--- src/rtl/dgp_pkg.sv ---
// package: register map, widths and reset values for the dual gpio port block
package dgp_pkg;
	localparam int PB_W = 15;
	localparam int PC_W = 12;
	localparam int AW   = 3;
	localparam int DW   = 16;
	localparam logic [2:0] OFF_PB_FSEL = 3'h0;
	localparam logic [2:0] OFF_PB_DIR  = 3'h1;
	localparam logic [2:0] OFF_PB_DATA = 3'h2;
	localparam logic [2:0] OFF_PC_FSEL = 3'h3;
	localparam logic [2:0] OFF_PC_DIR  = 3'h4;
	localparam logic [2:0] OFF_PC_DATA = 3'h5;
	localparam logic        RST_PB_FSEL = 1'h0;
	localparam logic [14:0] RST_PB_DIR  = 15'h0000;
	localparam logic [14:0] RST_PB_DATA = 15'h0000;
	localparam logic [11:0] RST_PC_FSEL = 12'h000;
	localparam logic [11:0] RST_PC_DIR  = 12'h000;
	localparam logic [11:0] RST_PC_DATA = 12'h000;
endpackage

--- src/rtl/dgp_port.sv ---
// dual gpio port: two programmable pin ports shared with on-chip peripherals
//
// Local design decisions: the address-and-strobe port and the address map.
`timescale 1ns/10ps
// How it works
// [RL1] second port has a 12-bit select, one bit per pin, gpio or peripheral
// [RL2] first port select is one bit switching all fifteen pins together
// [RL3] first port has fifteen pins, else carrying host parallel interface signals
// [RL4] second port has twelve pins, else serving timer and two serial interfaces
// [RL5] each port has a direction register, one bit per pin
// [RL6] each port has a data register driving outputs and reading inputs
// [RL7] select, direction and data registers are readable and writable
// [RL8] only these 27 pins are programmable; codec and bus pins are excluded
// [RL9] gpio output pins drive data bit; input data reads sampled pin level
// [RL10] reset clears select and direction, so all pins start as gpio inputs
module dgp_port
(
	input  wire logic        clk,
	input  wire logic        rst,
	input  wire logic [2:0]  addr,
	input  wire logic [15:0] wdata,
	input  wire logic        wr,
	input  wire logic        rd,
	output logic      [15:0] rdata,
	input  wire logic [14:0] pb_in,
	output logic      [14:0] pb_out,
	output logic      [14:0] pb_oe,
	input  wire logic [14:0] host_out,
	input  wire logic [14:0] host_oe,
	output logic      [14:0] host_in,
	input  wire logic [11:0] pc_in,
	output logic      [11:0] pc_out,
	output logic      [11:0] pc_oe,
	input  wire logic [11:0] periph_out,
	input  wire logic [11:0] periph_oe,
	output logic      [11:0] periph_in
);
	logic        pb_fsel_r;
	logic [14:0] pb_dir_r;
	logic [14:0] pb_data_r;
	logic [11:0] pc_fsel_r;
	logic [11:0] pc_dir_r;
	logic [11:0] pc_data_r;
	logic [15:0] rdata_r;
	logic [15:0] rdata_nxt;
	logic [14:0] pb_gpio_oe;
	logic [11:0] pc_gpio_oe;
	logic [14:0] pb_read;
	logic [11:0] pc_read;

	wire we_pb_fsel = wr && (addr == dgp_pkg::OFF_PB_FSEL);
	wire we_pb_dir  = wr && (addr == dgp_pkg::OFF_PB_DIR);
	wire we_pb_data = wr && (addr == dgp_pkg::OFF_PB_DATA);
	wire we_pc_fsel = wr && (addr == dgp_pkg::OFF_PC_FSEL);
	wire we_pc_dir  = wr && (addr == dgp_pkg::OFF_PC_DIR);
	wire we_pc_data = wr && (addr == dgp_pkg::OFF_PC_DATA);

	// register writes; reset leaves every pin a gpio input
	always_ff @(posedge clk or posedge rst)
	begin
		if (rst)
			pb_fsel_r <= dgp_pkg::RST_PB_FSEL; // RL10
		else if (we_pb_fsel)
			pb_fsel_r <= wdata[0]; // RL2
	end

	always_ff @(posedge clk or posedge rst)
	begin
		if (rst)
			pb_dir_r <= dgp_pkg::RST_PB_DIR; // RL10
		else if (we_pb_dir)
			pb_dir_r <= wdata[14:0]; // RL5
	end

	// data latches reset too, so a pin turned to output first drives a known low
	always_ff @(posedge clk or posedge rst)
	begin
		if (rst)
			pb_data_r <= dgp_pkg::RST_PB_DATA;
		else if (we_pb_data)
			pb_data_r <= wdata[14:0]; // RL6
	end

	always_ff @(posedge clk or posedge rst)
	begin
		if (rst)
			pc_fsel_r <= dgp_pkg::RST_PC_FSEL; // RL10
		else if (we_pc_fsel)
			pc_fsel_r <= wdata[11:0]; // RL1
	end

	always_ff @(posedge clk or posedge rst)
	begin
		if (rst)
			pc_dir_r <= dgp_pkg::RST_PC_DIR; // RL10
		else if (we_pc_dir)
			pc_dir_r <= wdata[11:0]; // RL5
	end

	always_ff @(posedge clk or posedge rst)
	begin
		if (rst)
			pc_data_r <= dgp_pkg::RST_PC_DATA;
		else if (we_pc_data)
			pc_data_r <= wdata[11:0]; // RL6
	end

	// first port: one select bit moves all fifteen pins to the host interface
	assign pb_gpio_oe = pb_dir_r;
	assign pb_out     = pb_fsel_r ? host_out : pb_data_r; // RL3 RL9
	assign pb_oe      = pb_fsel_r ? host_oe : pb_gpio_oe; // RL2 RL9
	// peripheral sees pin level only while it owns the pins, else idle low
	assign host_in    = pb_fsel_r ? pb_in : 15'h0000; // RL3

	// second port: per-pin choice between gpio and timer/serial functions
	assign pc_gpio_oe = pc_dir_r;
	genvar gi;
	generate
		for (gi = 0; gi < dgp_pkg::PC_W; gi++)
		begin : g_pc
			assign pc_out[gi]    = pc_fsel_r[gi] ? periph_out[gi] : pc_data_r[gi]; // RL4 RL9
			assign pc_oe[gi]     = pc_fsel_r[gi] ? periph_oe[gi] : pc_gpio_oe[gi]; // RL1
			assign periph_in[gi] = pc_fsel_r[gi] & pc_in[gi]; // RL4
		end
	endgenerate

	// data reads: output bits return the latch, input bits the pin level
	assign pb_read = (pb_data_r & pb_dir_r) | (pb_in & ~pb_dir_r); // RL9
	assign pc_read = (pc_data_r & pc_dir_r) | (pc_in & ~pc_dir_r); // RL9

	// only the 27 port pins are reachable; other offsets read as zero
	always_comb
	begin
		rdata_nxt = 16'h0000;
		unique case (addr)
			dgp_pkg::OFF_PB_FSEL: rdata_nxt = {15'h0000, pb_fsel_r}; // RL7
			dgp_pkg::OFF_PB_DIR:  rdata_nxt = {1'h0, pb_dir_r}; // RL7
			dgp_pkg::OFF_PB_DATA: rdata_nxt = {1'h0, pb_read}; // RL7
			dgp_pkg::OFF_PC_FSEL: rdata_nxt = {4'h0, pc_fsel_r}; // RL7
			dgp_pkg::OFF_PC_DIR:  rdata_nxt = {4'h0, pc_dir_r}; // RL7
			dgp_pkg::OFF_PC_DATA: rdata_nxt = {4'h0, pc_read}; // RL7
			default:              rdata_nxt = 16'h0000; // RL8
		endcase
	end

	always_ff @(posedge clk or posedge rst)
	begin
		if (rst)
			rdata_r <= 16'h0000;
		else if (rd)
			rdata_r <= rdata_nxt;
		else
			rdata_r <= 16'h0000;
	end
	assign rdata = rdata_r;

	// checks
	pc_sel_a: assert property (@(posedge clk) disable iff (rst) // RL1
		(!pc_fsel_r[0]) |-> (pc_oe[0] == pc_dir_r[0] && pc_out[0] == pc_data_r[0]))
		else $error("port c pin 0 not under gpio control");
	pb_sel_a: assert property (@(posedge clk) disable iff (rst) // RL2
		we_pb_fsel |=> (pb_fsel_r == $past(wdata[0])))
		else $error("port b select not written");
	pb_host_a: assert property (@(posedge clk) disable iff (rst) // RL3
		pb_fsel_r |-> (pb_oe == host_oe && pb_out == host_out && host_in == pb_in))
		else $error("port b not handed to host interface");
	pc_periph_a: assert property (@(posedge clk) disable iff (rst) // RL4
		(pc_out & pc_fsel_r) == (periph_out & pc_fsel_r))
		else $error("port c not handed to peripherals");
	pc_periph_oe_a: assert property (@(posedge clk) disable iff (rst) // RL4
		(pc_oe & pc_fsel_r) == (periph_oe & pc_fsel_r))
		else $error("port c peripheral enable not passed");
	pc_in_gate_a: assert property (@(posedge clk) disable iff (rst) // RL4
		periph_in == (pc_in & pc_fsel_r))
		else $error("port c peripheral input not gated");
	pc_gpio_a: assert property (@(posedge clk) disable iff (rst) // RL1
		(pc_oe & ~pc_fsel_r) == (pc_dir_r & ~pc_fsel_r))
		else $error("port c gpio enable not from direction");
	pc_sel_wr_a: assert property (@(posedge clk) disable iff (rst) // RL1
		we_pc_fsel |=> (pc_fsel_r == $past(wdata[11:0])))
		else $error("port c select not written");
	pb_gpio_a: assert property (@(posedge clk) disable iff (rst) // RL2
		!pb_fsel_r |-> (pb_oe == pb_dir_r && pb_out == pb_data_r && host_in == 15'h0000))
		else $error("port b not under gpio control");
	dir_write_a: assert property (@(posedge clk) disable iff (rst) // RL5
		we_pc_dir |=> (pc_dir_r == $past(wdata[11:0])))
		else $error("port c direction not written");
	data_drive_a: assert property (@(posedge clk) disable iff (rst) // RL6
		(we_pb_data && !pb_fsel_r) ##1 !pb_fsel_r |-> ((pb_out & pb_oe) == ($past(wdata[14:0]) & pb_dir_r)))
		else $error("port b data not driven");
	read_back_a: assert property (@(posedge clk) disable iff (rst) // RL7
		(rd && addr == dgp_pkg::OFF_PC_DIR) |=> (rdata[11:0] == $past(pc_dir_r) && rdata[15:12] == 4'h0))
		else $error("port c direction read back wrong");
	unmapped_a: assert property (@(posedge clk) disable iff (rst) // RL8
		(rd && addr > dgp_pkg::OFF_PC_DATA) |=> (rdata == 16'h0000))
		else $error("unmapped read not zero");
	in_read_a: assert property (@(posedge clk) disable iff (rst) // RL9
		(rd && addr == dgp_pkg::OFF_PB_DATA && pb_dir_r == 15'h0000) |=> (rdata[14:0] == $past(pb_in)))
		else $error("port b input level not returned");
	reset_in_a: assert property (@(posedge clk) // RL10
		$fell(rst) |-> (pb_oe == 15'h0000 && pc_oe == 12'h000))
		else $error("pins not inputs after reset");
	reset_reg_a: assert property (@(posedge clk) // RL10
		$fell(rst) |-> (pb_fsel_r == dgp_pkg::RST_PB_FSEL && pc_fsel_r == dgp_pkg::RST_PC_FSEL))
		else $error("selects not cleared by reset");
	pb_dir_wr_a: assert property (@(posedge clk) disable iff (rst) // RL5
		we_pb_dir |=> (pb_dir_r == $past(wdata[14:0])))
		else $error("port b direction not written");
	pc_data_wr_a: assert property (@(posedge clk) disable iff (rst) // RL6
		we_pc_data |=> (pc_data_r == $past(wdata[11:0])))
		else $error("port c data not written");
	rdata_idle_a: assert property (@(posedge clk) disable iff (rst) // RL7
		!rd |=> (rdata == 16'h0000))
		else $error("read data not idle after no read");
	sel_read_a: assert property (@(posedge clk) disable iff (rst) // RL7
		(rd && addr == dgp_pkg::OFF_PB_FSEL) |=> (rdata == {15'h0000, $past(pb_fsel_r)}))
		else $error("port b select read back wrong");
	unmapped_wr_a: assert property (@(posedge clk) disable iff (rst) // RL8
		(wr && addr > dgp_pkg::OFF_PC_DATA) |=>
			($stable(pb_dir_r) && $stable(pb_data_r) && $stable(pc_dir_r) && $stable(pc_data_r)))
		else $error("unmapped write changed a register");
	pc_drive_a: assert property (@(posedge clk) disable iff (rst) // RL9
		(pc_out & pc_dir_r & ~pc_fsel_r) == (pc_data_r & pc_dir_r & ~pc_fsel_r))
		else $error("port c output pin not driven from data");
	pc_read_a: assert property (@(posedge clk) disable iff (rst) // RL9
		(rd && addr == dgp_pkg::OFF_PC_DATA) |=>
			(rdata[11:0] == (($past(pc_data_r) & $past(pc_dir_r)) | ($past(pc_in) & ~$past(pc_dir_r)))))
		else $error("port c data read back wrong");
endmodule

--- config.mk ---
export PLATFORM = sky130hd
export DESIGN_NAME = dgp_port
export DESIGN_NICKNAME = d
export VERILOG_FILES = /design/src/rtl/dgp_pkg.sv /design/src/rtl/dgp_port.sv
export SDC_FILE = /design/constraint.sdc
export NUM_CORES = 1
export LEC_CHECK = 0
export ABC_CLOCK_PERIOD_IN_PS = 5890
export BUFFER_PORTS_ARGS = -buffer_cell sky130_fd_sc_hd__buf_4
export CAP_MARGIN = 0
export CORE_ASPECT_RATIO = 0.6
export CORE_UTILIZATION = 35
export CTS_BUF_LIST = sky130_fd_sc_hd__clkbuf_16
export DETAILED_ROUTE_END_ITERATION = 6
export SYNTH_ARGS = -nofsm -noshare
export SYNTH_HDL_FRONTEND = slang
export SYNTH_SLANG_ARGS = --single-unit
--- constraint.sdc ---
create_clock -name clk -period 5.89 [get_ports clk]
set_input_delay 0.2945 -clock clk [delete_from_list [all_inputs] [get_ports clk]]
set_output_delay 0.2945 -clock clk [all_outputs]
set_load 0.1 [all_outputs]
After elaboration in Yosys (flattened, before gate mapping)
Cells that the tools add are included.

Memory bits (read-only): 0. Logic and storage cells: 68. Latch bits: 0. Bits of input ports: 104. Register bits after elaboration: 83. Output and inout bits: 97. Memories kept: 0. Bits in writable memories: 0.

Bitwise gates (word level): 20. Add/subtract/negate cells: 0. Shift-type cells: 0. Divide/modulo/power cells: 0. Eq/ne operators: 5. Multiplexer cells: 29. Magnitude comparators: 0. Multiply operators: 0. Reduce and logical (&&, ||, !) cells: 7.

Operator list (count): $pmux 15 s6 (1); $mux 15 (3); $and 15x15->15 (2); $and 12x12->12 (2); $mux 1 (24); $mux 16 (1); $not 15->15 (1); $or 15x15->15 (1); $and 1x1->1 (12); $not 12->12 (1); $or 12x12->12 (1); $eq 3x2->1 const B (2); $eq 3x3->1 const B (2); $logic_and 1x1->1 (6); $eq 3x1->1 const B (1); $logic_not 3->1 (1).

Logic depth before layout (Yosys ltp)
Depth in word-level cells: 5. Gate-level depth with buffers: 6.

Least setup slack after synthesis
Ideal clock, no wire load.

Kind: register -> output. From: register pc_fsel_r[0]. To: output pc_oe[0]. Slack: 3075 ps. Arrival time: 2520 ps. Stages on the path, launching flop included: 2. Cells stage by stage: dfrtp_1 > o21ai_0.

Word-level cells in the longest chain between the ends: 1.

Ends and longest elaborated chain: from (decl) (RTL line dgp_port.sv:41) `logic [11:0] pc_fsel_r;`; from (signal assigned) (RTL line dgp_port.sv:87) `pc_fsel_r <= dgp_pkg::RST_PC_FSEL;`; from (signal assigned) (RTL line dgp_port.sv:89) `pc_fsel_r <= wdata[11:0];`; $mux 1 (RTL line dgp_port.sv:122) `assign pc_oe[gi] = pc_fsel_r[gi] ? periph_oe[gi] : pc_gpio_oe[gi];`; to (decl) (RTL line dgp_port.sv:33) `output logic [11:0] pc_oe,`.

Every way passes these cells.

Final worst setup path
From: register pb_fsel_r. To: output pb_oe[1].

Word-level cells in the longest chain between the ends: 1.

Ends and longest elaborated chain: from (decl) (RTL line dgp_port.sv:38) `logic pb_fsel_r;`; from (signal assigned) (RTL line dgp_port.sv:62) `pb_fsel_r <= dgp_pkg::RST_PB_FSEL;`; from (signal assigned) (RTL line dgp_port.sv:64) `pb_fsel_r <= wdata[0];`; $mux 15 (RTL line dgp_port.sv:111) `assign pb_oe = pb_fsel_r ? host_oe : pb_gpio_oe;`; to (decl) (RTL line dgp_port.sv:27) `output logic [14:0] pb_oe,`.

Every way passes these cells.

==> results.py <==
metrics = {
    "outcome": {
        "status": "finished clean",
    },
    "worst_setup_path": {
        "crit_buf_inv": 1,
        "path_class": "register to primary output",
        "regToRegSetupSlack_ns": 4.35,
        "crit_path_start_kind": "register",
        "crit_required_ns": 5.60,
        "end_kind": "primary output",
        "crit_family": "flip-flops",
        "cp_max_fo": 47,
        "r2r_cells": 2,
        "path_cells": "mux2_2 > buf_4",
        "r2r_start": "pb_fsel_r$_DFFE_PP0P_",
        "cpPeakStageDelay_ns": 1.01,
        "crit_arrival_ns": 2.02,
        "r2r-end": "rdata[0]$_DFF_PP0_",
        "critPathSlowestCell": "dfrtp_2",
    },
    "placement": {
        "port_buffers": 198,
        "gp_congestion": 0.756,
        "dp_hpwl_um": 9590,
    },
    "drt": {
        "ant_nets": 0,
        "viasPerCell": 5.06,
        "drc": 0,
        "post_drt_wl_per_cell_um": 18.3,
        "vias": 3792,
        "dr.first_iter.drc_count": 151,
        "first_pass_iters": 4,
        "routed_wl_um": 13700,
    },
    "grt": {
        "antenna_found_initial": 0,
        "grtUsageMet2_pct": 31.2,
        "busiest_layer": "met2",
        "grt_pass1_wl_um": 20700,
        "grt_overflow": 0,
        "grt_pass1_vias": 3683,
        "grt_max_degree": 83,
        "use_met3_pct": 5.18,
        "grt_use_total_pct": 20.3,
        "use_met1_pct": 28.5,
    },
    "sta": {
        "min_period_ns": 2.32,
        "fin_tns_setup_ns": 0,
        "setup_viol_count_final": 0,
        "whs_ns": 0.199,
        "worst_pin_slew_ns": 1.07,
        "max_freq_mhz": 432,
        "drv_slew": 0,
        "rsz0062_at_grt": "no",
        "finalHoldViolCount": 0,
        "finalCritPeriodShare_pct": 39.3,
        "max_slew_margin_pct": 28.4,
        "fin_skew_ns": 0.00491,
    },
    "clock_network": {
        "insertion_delay_ns": 0.33,
        "cts_root_buffer": "clkbuf_16",
        "cts_hold_buf": 0,
        "cts_tree": "yes",
        "post_cts_resized": 0,
        "ctsHtreeMaxLevel": 3,
        "numCtsBuffers": 9,
        "clk_pin_slew_ns": 0.06,
        "cts_max_path_buffers": 2,
        "cts.sinks": 82,
        "post-cts-setup-buffer-count": 0,
    },
    "floorplanning": {
        "start_util_pct": 36.0,
        "rows": 32,
        "dieHeight_um": 91.2,
        "die_w_um": 151,
        "core_area_mm2": 0.0129,
        "die-area_mm2": 0.0137,
        "io_pins": 201,
    },
    "finish": {
        "mostFrequentLayoutCell": "buf_4",
        "layout-drive-gt1-share_pct": 57.9,
        "layout_common_cells": "buf_4 (199), mux2_2 (113), dfrtp_1 (81)",
        "syn_to_final_growth_pct": 40.2,
        "layout.nets": 678,
        "n_antenna_cell": 0,
    },
    "power_and_ir_drop": {
        "power.density_mw_per_mm2": 457,
        "power_leakage_nw": 3.03,
        "peakVddDrop_mv": 0.283,
    },
    "synthesis": {
        "yosysSeqAreaShare_pct": 44.2,
        "synthXorXnorAreaFrac_pct": 0,
        "ys.warnings.count": 0,
        "synth_adder_area_share_pct": 0,
        "syn-instance-count": 389,
        "synthFlopType": "dfrtp_1",
        "synth.distinct_cells": 40,
        "synth_enable_flop_cells": 0,
        "synthArstFlopShare_pct": 100,
        "synth_compound_area_share_pct": 8.60,
        "ys_ff_latch": 82,
        "synth_top_family_by_area": "multiplexers",
        "syn-num-nets": 493,
        "synth_area_mm2": 0.00464,
        "synthMuxAreaShare_pct": 30.7,
        "synth-simple-area-share_pct": 12.2,
        "avgSynthCellArea_um2": 11.9,
    },
    "worst_hold_path": {
        "hold_path.class": "primary input to register",
        "hold_depth": 2,
        "min_to": "pb_data_r[13]$_DFFE_PP0P_",
        "min_from": "wdata[13]",
    },
    "job": {
        "maxCapViolCount": 0,
    },
}
-- power breakdown --
part           internal, mW  leakage, nW  switching [mW]  total [mW]
combinational         0.422         1.87            1.16        1.58
clock                 0.367        0.154           0.221       0.588
sequential            0.674         1.01           0.134       0.808
total                  1.46         3.03            1.51        2.97
-- sequential cells by signal (all words and copies together), names as in the netlist --
signal / count
pb_data_r: 15
pb_dir_r: 15
pb_fsel_r: 1
pc_data_r: 12
pc_dir_r: 12
pc_fsel_r: 12
rdata: 15
-- metrics by stage --
stage	setup WS [ns]	instance area [µm²]	utilization [%]	power (mW)	instances
finish	3.57	6510	50.5	2.97	749
global route	3.48	6510	50.5	3.08	749
CTS	3.53	6510	50.5	3.00	749
detailed placement	3.32	6200	48.1	2.40	733
global placement	3.39	6200	48.1	2.39	733
floorplan	3.08	4640	-	2.09	389
-- cells in the mapped netlist (5+ instances only) --
cell        n  share of area (%)
a21oi_1    14                1.5
a311oi_1   11                2.1
and2_1     27                3.6
buf_2       7               0.76
buf_4       8                1.3
clkbuf_1    6               0.49
dfrtp_1    82                 44
inv_1      10               0.81
mux2_2    113                 27
mux2i_1    14                3.0
nand2_1    13                1.1
nand2b_1    7               0.94
nand3_1     5               0.54
nand4b_1    5               0.94
o21a_1      7                1.1
o21ai_0    12                1.3
o22ai_1     7               0.94
-- worst max path at each step --
stage | end | slack (ns) | cells after the start | from
after floorplan | pc_oe[0] | 3.08 | 1 | pc_fsel_r[0]$_DFFE_PP0P_
after global placement | pb_dir_r[8]$_DFFE_PP0P_ | 3.39 | 4 | addr[0]
after detailed placement | pb_dir_r[9]$_DFFE_PP0P_ | 3.32 | 4 | addr[0]
after CTS | pb_oe[1] | 3.53 | 2 | pb_fsel_r$_DFFE_PP0P_
after global routing | pb_out[6] | 3.48 | 2 | pb_fsel_r$_DFFE_PP0P_
final | pb_oe[1] | 3.57 | 2 | pb_fsel_r$_DFFE_PP0P_
-- worst reg2reg max path: cells and delay by family, from the launching register on --
family	cells	cell delay, ns
AOI/OAI and AO/OA	2	0.43
DFF	1	1.01
-- cell type report --
cell class / instances / area (µm²)
Inverter: 10 / 38.8
Fill cell: 1165 / 6390
Multi-Input combinational cell: 272 / 2400
Tap cell: 170 / 213
Clock inverter: 7 / 85.1
Clock buffer: 9 / 225
Timing Repair Buffer: 199 / 1490
Sequential cell: 82 / 2050
-- per-layer routing --
layer	vias up	wire [µm]
li1	1795	-
met4	0	78
met2	134	6190
met1	1852	6600
met3	11	858
met5	-	0
-- cell families (layout without fill, tap and decap cells) --
logic type | Yosys count | count (layout)
mux | 128 | 128
simple gates | 83 | 83
flops | 82 | 82
compound gates | 60 | 60
buf+inv | 35 | 225
other cells | 1 | 1
Note: power is estimated with default switching activity, not from simulation.
